<file path="config.mk">
export PLATFORM = sky130hd
export DESIGN_NAME = sef_formatter
export DESIGN_NICKNAME = d
export VERILOG_FILES = /design/src/common/sef_pkg.sv /design/src/common/sef_cfg_if.sv /design/src/design/sef_formatter.sv /design/src/design/sef_check.sv /design/src/design/sef_promote.sv
export SDC_FILE = /design/constraint.sdc
export NUM_CORES = 1
export LEC_CHECK = 0
export BUFFER_PORTS_ARGS = -buffer_cell sky130_fd_sc_hd__buf_2
export CAP_MARGIN = 40
export CORE_UTILIZATION = 55
export DETAILED_ROUTE_END_ITERATION = 12
export PLACE_DENSITY = 0.74
export SLEW_MARGIN = 20
export SYNTH_ARGS = -nofsm -noshare
export SYNTH_HDL_FRONTEND = slang
export SYNTH_SLANG_ARGS = --single-unit
</file>
<file path="constraint.sdc">
create_clock -name sys_clk -period 7.19 [get_ports sys_clk]
set_input_delay 0.3595 -clock sys_clk [delete_from_list [all_inputs] [get_ports sys_clk]]
set_output_delay 0.3595 -clock sys_clk [all_outputs]
set_load 0.03 [all_outputs]
</file>
<file path="src/common/sef_pkg.sv">
// shared constants and types of the stream element formatter
package sef_pkg;
    // register word indices; byte address is index times four
    localparam logic [3:0] SEF_REG_CTRL = 4'h0;
    localparam logic [3:0] SEF_REG_FORMAT = 4'h1;
    localparam logic [3:0] SEF_REG_DIMS = 4'h2;
    localparam logic [3:0] SEF_REG_RSVD = 4'h3;
    localparam logic [3:0] SEF_REG_STATUS = 4'h4;
    localparam logic [3:0] SEF_REG_SPAN = 4'h5;
    // control bits
    localparam int SEF_CTRL_OPEN = 0;
    localparam int SEF_CTRL_CLOSE = 1;
    // format word field positions
    localparam int SEF_ET_LSB = 0;
    localparam int SEF_PR_LSB = 4;
    localparam int SEF_TR_LSB = 8;
    localparam int SEF_DC_LSB = 12;
    localparam int SEF_DU_LSB = 16;
    localparam int SEF_VL_LSB = 20;
    localparam logic [31:0] SEF_FORMAT_RSVD_MASK = 32'hFF88C080;
    // dims word field positions
    localparam int SEF_INNER_DIM_COUNT_LSB = 0;
    localparam int SEF_SECOND_DIM_COUNT_LSB = 16;
    // values after reset
    localparam logic [31:0] SEF_FORMAT_RST = 32'h00000000;
    localparam logic [31:0] SEF_DIMS_RST = 32'h00010001;
    localparam logic [31:0] SEF_RSVD_RST = 32'h00000000;
    // codes
    localparam logic [2:0] SEF_PROMO_RSVD = 3'h4;
    localparam logic [3:0] SEF_TR_MAX = 4'h6;
    localparam logic [1:0] SEF_DECIMATION_SELECT_2 = 2'h1;
    localparam logic [1:0] SEF_DECIMATION_SELECT_4 = 2'h2;
    localparam logic [1:0] SEF_DECIMATION_SELECT_RSVD = 2'h3;
    localparam logic [2:0] SEF_DUP_RSVD = 3'h7;
    localparam logic [2:0] SEF_VL_RSVD = 3'h7;
    localparam logic [15:0] SEF_SECOND_DIM_COUNT_MAX = 16'h0010;
    localparam logic [4:0] SEF_NATIVE_LOG = 5'h06;
    localparam logic [2:0] SEF_LANE_MAX_LOG = 3'h3;
    // stream states, gray along idle-active-emit
    typedef enum logic [1:0] {
        SEF_IDLE = 2'b00,
        SEF_ACTIVE = 2'b01,
        SEF_EMIT = 2'b11,
        SEF_BAD = 2'b10
    } sef_state_e;
endpackage : sef_pkg

</file>
<file path="src/common/sef_cfg_if.sv">
// template fields and their decoded form between formatter modules
`timescale 1ns/1ps
interface sef_cfg_if;
    logic [31:0] format;
    logic [31:0] dims;
    logic [31:0] rsvd;
    logic [1:0] sub_log;
    logic [2:0] elem_log;
    logic [1:0] prom_log;
    logic sign_ext;
    logic swap;
    logic err;
    modport top (output format, dims, rsvd, input sub_log, elem_log, prom_log, err);
    modport chk (input format, dims, rsvd,
                 output sub_log, elem_log, prom_log, sign_ext, swap, err);
    modport fmt (input sub_log, prom_log, sign_ext, swap);
endinterface : sef_cfg_if

</file>
<file path="src/design/sef_formatter.sv">
// stream element formatter top: registers, stream control, output beats
`timescale 1ns/1ps

// Functional notes
// - promotion select: none, zero or sign extend
// - zero extension fills added bytes with zero
// - sign extension fills with copies of sign
// - promoted sub-element never exceeds 64 bits
// - lane width is sub-element times factor
// - complex element is two sub-elements wide
// - transpose select picks granule, seven reserved
// - tiny granules need matching decimation and promotion
// - granule at least the initial element size
// - decimation scales the minimum granule size
// - promoted granule fits one stream vector
// - transposed second count from 1 to 16
// - fetch first, then promote the fetched data
// - element type select gives size and kind
// - swapped complex halves exchange in lanes
// - inner dimension spans count times element bytes
// - lanes always delivered little-endian
// - nonzero reserved field gives bad first read
// - decimation select: none, two or four
// - formatted vector fits 64 native bytes
module sef_formatter
    import sef_pkg::*;
#(
    parameter int DATA_W = 64
)
(
    input wire logic sys_clk,
    input wire logic reset_n,
    input wire logic [3:0] avs_address,
    input wire logic avs_read,
    input wire logic avs_write,
    input wire logic [31:0] avs_writedata,
    input wire logic [3:0] avs_byteenable,
    output logic [31:0] avs_readdata,
    output logic avs_waitrequest,
    input wire logic fetch_valid,
    input wire logic [DATA_W-1:0] fetch_data,
    output logic fetch_ready,
    output logic vec_valid,
    output logic [DATA_W-1:0] vec_data,
    output logic vec_bad,
    input wire logic vec_ready,
    output logic stream_active
);
    sef_cfg_if cfg ();

    logic [31:0] format;
    logic [31:0] dims;
    logic [31:0] rsvd;
    sef_state_e state;
    logic [DATA_W-1:0] word;
    logic [2:0] beat;
    logic [DATA_W-1:0] lanes;
    logic err_seen;
    logic [31:0] span;
    logic bus_req;
    logic bus_wr;
    logic bus_rd;
    logic out_free;
    logic last_beat;
    logic [31:0] next_readdata;

    assign cfg.format = format;
    assign cfg.dims = dims;
    assign cfg.rsvd = rsvd;

    sef_check u_check (
        .cfg (cfg)
    );

    sef_promote u_promote (
        .cfg (cfg),
        .src (word),
        .beat (beat),
        .lanes (lanes)
    );

    // one-beat answer: request seen with waitrequest high, completes next edge
    assign bus_req = avs_read | avs_write;
    assign bus_wr = avs_write & ~avs_waitrequest;
    assign bus_rd = avs_read & ~avs_waitrequest;

    // waitrequest drops for exactly one cycle per request
    always_ff @(posedge sys_clk or negedge reset_n) begin
        if (!reset_n) begin
            avs_waitrequest <= 1'b1;
        end else if (bus_req && avs_waitrequest) begin
            avs_waitrequest <= 1'b0;
        end else begin
            avs_waitrequest <= 1'b1;
        end
    end

    // byte-lane merge of a write into a register
    function automatic logic [31:0] sef_merge(input logic [31:0] old_v,
                                              input logic [31:0] new_v,
                                              input logic [3:0] be);
        logic [31:0] r;
        r = old_v;
        for (int i = 0; i < 4; i++) begin
            if (be[i]) begin
                r[i*8 +: 8] = new_v[i*8 +: 8];
            end
        end
        return r;
    endfunction : sef_merge

    // template registers; writes land only while the stream is closed
    always_ff @(posedge sys_clk or negedge reset_n) begin
        if (!reset_n) begin
            format <= SEF_FORMAT_RST;
            dims <= SEF_DIMS_RST;
            rsvd <= SEF_RSVD_RST;
        end else if (bus_wr && state == SEF_IDLE) begin
            case (avs_address)
                SEF_REG_FORMAT: begin
                    format <= sef_merge(format, avs_writedata, avs_byteenable);
                end
                SEF_REG_DIMS: begin
                    dims <= sef_merge(dims, avs_writedata, avs_byteenable);
                end
                SEF_REG_RSVD: begin
                    rsvd <= sef_merge(rsvd, avs_writedata, avs_byteenable);
                end
                default: begin
                end
            endcase
        end
    end

    // inner dimension span in bytes, count shifted by element size
    always_ff @(posedge sys_clk or negedge reset_n) begin
        if (!reset_n) begin
            span <= 32'h00000000;
        end else begin
            span <= 32'(dims[SEF_INNER_DIM_COUNT_LSB +: 16]) << cfg.elem_log;
        end
    end

    // read mux; unmapped words read zero
    always_comb begin
        next_readdata = 32'h00000000;
        case (avs_address)
            SEF_REG_CTRL: next_readdata = {31'h0, stream_active};
            SEF_REG_FORMAT: next_readdata = format;
            SEF_REG_DIMS: next_readdata = dims;
            SEF_REG_RSVD: next_readdata = rsvd;
            SEF_REG_STATUS: begin
                next_readdata = {24'h0, 1'b0, cfg.elem_log, err_seen, cfg.err, state};
            end
            SEF_REG_SPAN: next_readdata = span;
            default: next_readdata = 32'h00000000;
        endcase
    end

    // read data captured as waitrequest falls
    always_ff @(posedge sys_clk or negedge reset_n) begin
        if (!reset_n) begin
            avs_readdata <= 32'h00000000;
        end else if (avs_read && avs_waitrequest) begin
            avs_readdata <= next_readdata;
        end
    end

    // output register can take a new beat
    assign out_free = ~vec_valid | vec_ready;
    assign last_beat = (beat == 3'((3'h1 << cfg.prom_log) - 3'h1));

    // stream control: open checks template, bad template answers once
    always_ff @(posedge sys_clk or negedge reset_n) begin
        if (!reset_n) begin
            state <= SEF_IDLE;
        end else if (bus_wr && avs_address == SEF_REG_CTRL && avs_writedata[SEF_CTRL_CLOSE]) begin
            state <= SEF_IDLE;
        end else begin
            case (state)
                SEF_IDLE: begin
                    if (bus_wr && avs_address == SEF_REG_CTRL && avs_writedata[SEF_CTRL_OPEN]) begin
                        state <= cfg.err ? SEF_BAD : SEF_ACTIVE;
                    end
                end
                SEF_ACTIVE: begin
                    if (fetch_valid && fetch_ready) begin
                        state <= SEF_EMIT;
                    end
                end
                SEF_EMIT: begin
                    if (out_free && last_beat) begin
                        state <= SEF_ACTIVE;
                    end
                end
                SEF_BAD: begin
                    if (out_free) begin
                        state <= SEF_IDLE;
                    end
                end
                default: state <= SEF_IDLE;
            endcase
        end
    end

    // fetch handshake: ready only while waiting for a word
    always_ff @(posedge sys_clk or negedge reset_n) begin
        if (!reset_n) begin
            fetch_ready <= 1'b0;
        end else if (state == SEF_ACTIVE && !(fetch_valid && fetch_ready)) begin
            fetch_ready <= 1'b1;
        end else begin
            fetch_ready <= 1'b0;
        end
    end

    // fetched word held whole while its beats are built
    always_ff @(posedge sys_clk or negedge reset_n) begin
        if (!reset_n) begin
            word <= '0;
        end else if (state == SEF_ACTIVE && fetch_valid && fetch_ready) begin
            word <= fetch_data;
        end
    end

    // beat counter within one fetched word
    always_ff @(posedge sys_clk or negedge reset_n) begin
        if (!reset_n) begin
            beat <= 3'h0;
        end else if (state != SEF_EMIT) begin
            beat <= 3'h0;
        end else if (out_free) begin
            beat <= beat + 3'h1;
        end
    end

    // output beats: promoted lanes, or a single bad-status beat
    always_ff @(posedge sys_clk or negedge reset_n) begin
        if (!reset_n) begin
            vec_valid <= 1'b0;
            vec_data <= '0;
            vec_bad <= 1'b0;
        end else if (state == SEF_EMIT && out_free) begin
            vec_valid <= 1'b1;
            vec_data <= lanes;
            vec_bad <= 1'b0;
        end else if (state == SEF_BAD && out_free) begin
            vec_valid <= 1'b1;
            vec_data <= '0;
            vec_bad <= 1'b1;
        end else if (vec_ready) begin
            vec_valid <= 1'b0;
            vec_bad <= 1'b0;
        end
    end

    // sticky record that the last open hit a bad template
    always_ff @(posedge sys_clk or negedge reset_n) begin
        if (!reset_n) begin
            err_seen <= 1'b0;
        end else if (state == SEF_BAD) begin
            err_seen <= 1'b1;
        end else if (bus_wr && avs_address == SEF_REG_CTRL && avs_writedata[SEF_CTRL_OPEN]) begin
            err_seen <= 1'b0;
        end
    end

    // stream open flag for the core
    always_ff @(posedge sys_clk or negedge reset_n) begin
        if (!reset_n) begin
            stream_active <= 1'b0;
        end else begin
            stream_active <= (state == SEF_ACTIVE) || (state == SEF_EMIT);
        end
    end
endmodule : sef_formatter

</file>
<file path="src/design/sef_check.sv">
// template decode and validity check
`timescale 1ns/1ps
module sef_check
    import sef_pkg::*;
(
    sef_cfg_if.chk cfg
);
    logic [3:0] et;
    logic [2:0] pr;
    logic [3:0] tr;
    logic [1:0] dc;
    logic [2:0] du;
    logic [2:0] vl;
    logic [15:0] second_dim_count;
    assign et = cfg.format[SEF_ET_LSB +: 4];
    assign pr = cfg.format[SEF_PR_LSB +: 3];
    assign tr = cfg.format[SEF_TR_LSB +: 4];
    assign dc = cfg.format[SEF_DC_LSB +: 2];
    assign du = cfg.format[SEF_DU_LSB +: 3];
    assign vl = cfg.format[SEF_VL_LSB +: 3];
    assign second_dim_count = cfg.dims[SEF_SECOND_DIM_COUNT_LSB +: 16];

    // decode sizes as base-two logs and flag bad templates
    always_comb begin
        logic [4:0] g_log;
        logic [4:0] e_log;
        logic [4:0] d_log;
        logic [4:0] p_log;
        logic bad;
        g_log = 5'(tr) - 5'h01;
        d_log = (dc == SEF_DECIMATION_SELECT_4) ? 5'h02 : ((dc == SEF_DECIMATION_SELECT_2) ? 5'h01 : 5'h00);
        e_log = 5'(et[1:0]) + 5'(et[3]);
        p_log = 5'(pr[1:0]);
        bad = (et[3:2] == 2'b01) || (pr == SEF_PROMO_RSVD) || (tr > SEF_TR_MAX);
        cfg.sub_log = et[1:0];
        cfg.elem_log = 3'(et[1:0]) + 3'(et[3]);
        cfg.swap = et[3] & et[2];
        cfg.prom_log = pr[1:0];
        cfg.sign_ext = pr[2];
        bad = bad || (dc == SEF_DECIMATION_SELECT_RSVD) || (du == SEF_DUP_RSVD) || (vl == SEF_VL_RSVD);
        bad = bad || (3'(et[1:0]) + 3'(pr[1:0]) > SEF_LANE_MAX_LOG);
        bad = bad || (5'(vl) + e_log + p_log + 5'(du) > SEF_NATIVE_LOG);
        bad = bad || (cfg.format & SEF_FORMAT_RSVD_MASK) != 32'h0 || cfg.rsvd != 32'h0;
        if (tr != 4'h0) begin
            bad = bad || (g_log < e_log);
            bad = bad || (tr == 4'h1 && !(dc == SEF_DECIMATION_SELECT_4 && pr[1:0] >= 2'h2));
            bad = bad || (tr == 4'h2 && !(dc == SEF_DECIMATION_SELECT_2 && pr[1:0] >= 2'h1));
            bad = bad || (tr >= 4'h3 && g_log < e_log + d_log);
            bad = bad || (g_log + p_log + d_log + 5'(du) > 5'(vl) + e_log + p_log);
            bad = bad || second_dim_count == 16'h0 || second_dim_count > SEF_SECOND_DIM_COUNT_MAX;
        end
        cfg.err = bad;
    end
endmodule : sef_check

</file>
<file path="src/design/sef_promote.sv">
// lane builder: swap, promote and place one 64-bit output beat
`timescale 1ns/1ps
module sef_promote
    import sef_pkg::*;
(
    sef_cfg_if.fmt cfg,
    input wire logic [63:0] src,
    input wire logic [2:0] beat,
    output logic [63:0] lanes
);
    genvar b;
    // one output byte per pass, lanes in little-endian order
    generate
        for (b = 0; b < 8; b++) begin : g_byte
            always_comb begin
                logic [2:0] lane_log;
                logic [2:0] in_lane;
                logic [2:0] sub_idx;
                logic [2:0] top;
                lane_log = 3'(cfg.sub_log) + 3'(cfg.prom_log);
                in_lane = 3'(b) & ((3'h1 << lane_log) - 3'h1);
                sub_idx = 3'((beat << (3'h3 - lane_log)) + (3'(b) >> lane_log));
                sub_idx = sub_idx ^ {2'b00, cfg.swap};
                top = 3'((sub_idx << cfg.sub_log) + ((3'h1 << cfg.sub_log) - 3'h1));
                // widened compare so an eight-byte sub-element still copies
                if (4'(in_lane) < (4'h1 << cfg.sub_log)) begin
                    lanes[b*8 +: 8] = src[(3'((sub_idx << cfg.sub_log) + in_lane))*8 +: 8];
                end else if (cfg.sign_ext) begin
                    lanes[b*8 +: 8] = {8{src[top*8 + 7]}};
                end else begin
                    lanes[b*8 +: 8] = 8'h00;
                end
            end
        end
    endgenerate
endmodule : sef_promote

</file>
Yosys cells after proc, flatten, opt, wreduce, memory -nomap -nowiden
Cells that the tools add are included.

Memories: 0. Latch bits: 0. Flip-flop bits (word level): 299. Bits in writable memories: 0. ROM bits: 0. Word-level logic and storage cells: 280.

Divide/modulo/power cells: 0. Magnitude comparators: 26. Bitwise operators: 14. Add/subtract/negate cells: 47. Multiply operators: 0. Equality and inequality tests: 23. Reduce and logical (&&, ||, !) cells: 61. Muxes and demuxes: 55. Shift-type cells: 30.

Operator list (count): 64-bit by 7-bit indexed part select with 8-bit output (8); 32-bit by 7-bit less-than comparator with 1-bit output (second input constant) (8); 32-bit one-hot mux with 6 select lines (1); 64-bit 2-to-1 mux (2); 8-bit 2-to-1 mux (16); 32-bit nonzero test (2); 3-bit adder (20); 6-bit by 3-bit adder with 7-bit output (second input constant) (8); 1-bit binary-select mux with 6-bit select (8); 3-bit AND reduction (12); 16-bit by 3-bit left shift with 32-bit output (1); 3-bit by 2-bit left shift with 3-bit output (8); 3-bit by 1-bit XOR with 3-bit output (8); 1-bit logical AND (18); 1-bit 2-to-1 mux (18); 1-bit logical OR (17); 16-bit by 5-bit greater-than comparator with 1-bit output (second input constant) (1); 16-bit zero test (1); 3-bit by 4-bit less-than comparator with 1-bit output (4); 4-bit by 2-bit equality test with 1-bit output (second input constant) (3); 2-bit 2-to-1 mux (6); 3-bit by 3-bit right shift with 3-bit output (first input constant) (4); 5-bit by 2-bit adder with 5-bit output (2); 5-bit by 3-bit adder with 5-bit output (2); 49 further kinds (78).

Longest topological paths before layout
Depth in word-level cells: 22. Gate-level depth with buffers: 19.

Modules after synthesis
From an unflattened synthesis, not the netlist that was laid out.

Cell total of the unflattened synthesis: 1908. Area, all modules: 20946.3 um2.

By module, submodules not included: sef_formatter (area an instance 11652.4 um2, instances 1, seq. area each 7260.7 um2, cells an instance 832); sef_promote (area an instance 8018.9 um2, instances 1, seq. area each 0.0 um2, cells an instance 926); sef_check (area an instance 1275.0 um2, instances 1, seq. area each 0.0 um2, cells an instance 150).

Least setup slack after synthesis
No wires, ideal clock.

Path type: register to register. Start: reg format[4] (netlist: cfg.format[4]). End: reg vec_data[39]. Path buffers: 3. Period minus slack after synthesis: 5343 ps. Setup time: 86 ps. Required time: 7104 ps. Stages on the path, launching flop included: 17. Data arrival time: 5258 ps. Slack: 1847 ps. Path through: dfrtp_1 ha_1 fa_1 buf_2 inv_1 nor3_1 fa_1 nor2_1 a211oi_1 inv_1 clkbuf_1 clkbuf_1 fa_1 mux4_2 nand2_1 mux2_2 a32oi_1.

Longest elaborated chain between the ends: 13. Elaborated cells between the ends (all ways): 19. Those cells by class: add/sub: 7; order compare: 1; shift: 5; mux: 5; bitwise: 1.

RTL lines: from (decl) (line sef_formatter.sv:51) `logic [31:0] format;`; from (signal assigned) (line sef_formatter.sv:121) `format <= sef_merge(format, avs_writedata, avs_byteenable);`; 2-bit by 2-bit adder with 3-bit output * (line sef_promote.sv:20) `lane_log = 3'(cfg.sub_log) + 3'(cfg.prom_log);`; 2-bit by 3-bit subtractor with 3-bit output (line sef_promote.sv:22) `sub_idx = 3'((beat << (3'h3 - lane_log)) + (3'(b) >> lane_log));`; 3-bit by 3-bit left shift with 3-bit output (line sef_promote.sv:22); 3-bit adder (line sef_promote.sv:22); 3-bit by 1-bit XOR with 3-bit output (line sef_promote.sv:23) `sub_idx = sub_idx ^ {2'b00, cfg.swap};`; 3-bit by 2-bit left shift with 3-bit output (line sef_promote.sv:24, sef_promote.sv:27); 3-bit adder (line sef_promote.sv:24) `top = 3'((sub_idx << cfg.sub_log) + ((3'h1 << cfg.sub_log) - 3'h1));`; 6-bit by 3-bit adder with 7-bit output (line sef_promote.sv:29) `lanes[b*8 +: 8] = {8{src[top*8 + 7]}};`; 1-bit binary-select mux with 6-bit select (line sef_promote.sv:29); 1-bit 2-to-1 mux (not written as such) (line sef_promote.sv:29); 8-bit 2-to-1 mux (line sef_promote.sv:28) `end else if (cfg.sign_ext) begin`; 8-bit 2-to-1 mux * (line sef_promote.sv:26) `if (4'(in_lane) < (4'h1 << cfg.sub_log)) begin`; 64-bit 2-to-1 mux * (line sef_formatter.sv:243) `end else if (state == SEF_EMIT && out_free) begin`; to (signal assigned) (line sef_formatter.sv:245) `vec_data <= lanes;`; to (decl) (line sef_formatter.sv:44) `output logic [DATA_W-1:0] vec_data,`.

Mark *: on every way between the ends. The rest lies on a longest branch, timed or not. The select of a mux whose other input is x is not followed. A chain may end at the register's enable or synchronous reset.

Worst setup path after layout
Same ends and word-level chain as after synthesis.

==> run metrics <==
worst-path fanout max 17; Area growth, synth to finish 14.09%; I/O Pins 211; WL per Instance 26.20 um; biggest area consumer among synthesized cells dfrtp_1; Worst-Margin Slew 997.7 ps; fin crit share 75.51%; Post-synth EDFFs 0; die height 191.0 um; crit path launch type flop; Worst-Skew Late Latency 560 ps; core area 34880 um^2; Clock Path Buffers 3; met1 WL 23870 um; # setup viols final 0; run status finished clean; top-area cell type share of the netlist area 36.56%; fin crit period 5429 ps; leak pwr 10.51 nW; Initial Util 56.31%; DRC 0; Tot GR Track Use 35.13%; worst vdd ir 0.0002631 V; Rows 68; Mapped Avg Cell Area 11.21 um^2; Comb pwr share 51.5%; met2 wire len 29350 um; clock power share 22.5%; routed length on met3 6429 um; uppermost layer routed met5; die area 36480 um^2; Async S/R FF share, synth 100.0%; Chip Width 191.0 um; share of layout cells above drive strength 1 31.48%; data arrival time of the worst path 5890 ps; post-synthesis register bit count 290; Seq pwr share 26.0%; top cells by count, synth 287 x dfrtp_1, 230 x nand2_1, 180 x mux2_2; Pre-antenna DRT Iters 8; CP Data Required Time 7650 ps; Crit. End Element flop; Internal Power 4.526 mW; Routed WL 62940 um; Max Freq 0.1842 GHz; sw frac 40.21%; HPWL after detailed placement 44340 um; cell with the most instances after synthesis dfrtp_1; via count 16222; Post-Syn Nets 1954; CTS tree done; sequential fraction of the synthesis area 36.96%; Final Hold Viols 0; mapped cell area 19640 um^2; synth warn 0; RePlAce Congestion 0.9422; Relative slew margins 33.49%; CTS buffer count 34; Final Max Tran Viols 0; setup TNS 0 ps; Top FF cell, synth dfrtp_1; Layout Nets 2123; clock root buffer clkbuf_16; vias in the first global route 16249; initial antenna violation count 8; Reg clk slew, reported paths 60 ps; Buffers on Ports 210; CTS sink count 290; unrepaired setup endpoints after global routing no; dpl cell area 21240 um^2; GRT Residual Overflow 0; distinct cell type count after synthesis 66; design area 22410 um^2; largest net degree at the start of global routing 164; WS Path Type flop to flop; DRT iter0 DRCs 1797; via/cell ratio 6.754; Max Cap Violations 0; Synth area leaders dfrtp_1 37%, mux4_2 12%, mux2_2 10%, mux2i_1 5.5%, nand2_1 4.4%; clk_skew 9.815 ps; Hold Path Class primary input to flop; Mapped Cells 1753; H-tree Lvls 2; switching pwr 3.044 mW; wire length of the first global-routing pass 96570 um; pwr dens 337.7 nW/um^2; Post-DRT Antenna Nets 0
-- final cells by class --
| class | instances | area [um^2] |
|---|---|---|
| flip-flops and latches | 290 | 7261 |
| multi-input cells | 1292 | 11750 |
| clock buffers | 49 | 1008 |
| inverters | 53 | 198.9 |
| repair buffers | 251 | 1535 |
| diodes | 3 | 7.507 |
| clock inverters | 9 | 81.33 |
| fillers | 2749 | 12470 |
| well taps | 455 | 569.3 |
-- worst paths after layout --
check / depth (start not counted) / start / slack (ps) / endpoint
max reg2reg: 15 / cfg.format[4] / 1760 / vec_data[39]
min in group asynchronous: 2 / reset_n / 290 / word[7]
max in group asynchronous: 3 / reset_n / 5630 / avs_readdata[23]
max: 15 / cfg.format[4] / 1760 / vec_data[39]
min: 2 / fetch_data[39] / 30 / word[39]
min reg2reg: 1 / avs_readdata[15] / 470 / avs_readdata[15]
-- power by group through the flow --
stage	Clock (mW)	Combinational, mW	Sequential [mW]
4_1_cts	1.72	3.84	1.96
3_5_place_dp	0	3.82	1.99
3_3_place_gp	0	3.60	1.98
6_report	1.70	3.90	1.97
2_1_floorplan	0	2.86	1.96
5_1_grt	1.79	4.17	1.98
-- per-layer routing --
layer	vias up	GRT usage, %
met5	-	0.5495
met3	222	8.959
li1	6961	-
met2	1005	55.06
met4	12	17.94
met1	8022	44.98
-- state kept, by name, indices dropped and copies added, names as in the netlist --
| register | cells |
|---|---|
| avs_readdata | 32 |
| stream_active | 1 |
| vec_valid | 1 |
| vec_bad | 1 |
| cfg.dims | 32 |
| beat | 3 |
| state | 2 |
| span | 23 |
| err_seen | 1 |
| cfg.format | 32 |
| word | 64 |
| vec_data | 64 |
| fetch_ready | 1 |
| cfg.rsvd | 32 |
| avs_waitrequest | 1 |
-- metrics by stage --
stage	cells	hold WS (ps)	utilization, %	total power [mW]	worst slack [ps]
6_report	2402	32.03	64.25	7.569	1761
5_1_grt	2401	29.91	64.24	7.931	1410
4_1_cts	2396	20.07	64.09	7.515	1817
3_5_place_dp	2335	460.5	60.88	5.802	1815
3_3_place_gp	2323	456.1	60.27	5.579	2013
2_1_floorplan	1753	63.91	-	4.812	1847
-- logic make-up (layout without fill, tap and decap cells) --
group / after synthesis / in the layout / share of synthesized area [%]
DFF: 290 / 290 / 36.96
muxes: 397 / 397 / 27.97
AOI/OAI and AO/OA: 353 / 353 / 13.01
buffers and inverters: 171 / 362 / 3.446
and+or+nand+nor: 397 / 397 / 9.019
adders and majority gates: 92 / 92 / 6.841
xor gates and xnor gates: 53 / 53 / 2.745
other: 0 / 3 / 0
-- critical path: stages (launching register included) --
cell	delay, ps
dfrtp_1	520
ha_1	270
fa_1	800
nand4b_1	220
inv_1	300
ha_1	320
xnor2_1	180
nand2_1	420
clkinv_1	540
ha_1	380
inv_1	80
fa_1	410
mux4_2	240
nand2_1	50
mux2_2	370
a32oi_1	220
-- cell usage in the layout, fill, tap and decap left out, types with 14 or more instances in the layout --
cell type	Yosys	final
a21o_1	24	24
a21oi_1	86	86
a221oi_1	37	37
a222oi_1	23	23
a22oi_1	27	27
a31oi_1	19	19
and3_1	23	23
buf_2	10	210
buf_4	0	22
clkbuf_16	0	35
dfrtp_1	287	287
fa_1	26	26
ha_1	65	65
inv_1	49	49
mux2_2	180	180
mux2i_1	108	108
mux4_2	103	103
nand2_1	230	229
nand3_1	19	19
nor2_1	46	45
nor3_1	14	14
nor4_1	14	14
o211ai_1	20	20
o21ai_0	35	35
xnor2_1	27	27
xor2_1	19	19
-- timing repair --
item	4_1_cts	5_1_grt
resized for setup	0	0
endpoints found under the hold margin	67	0
buffers inserted	0	0
hold buffers	3	0
(Power assumes the default switching activity.)
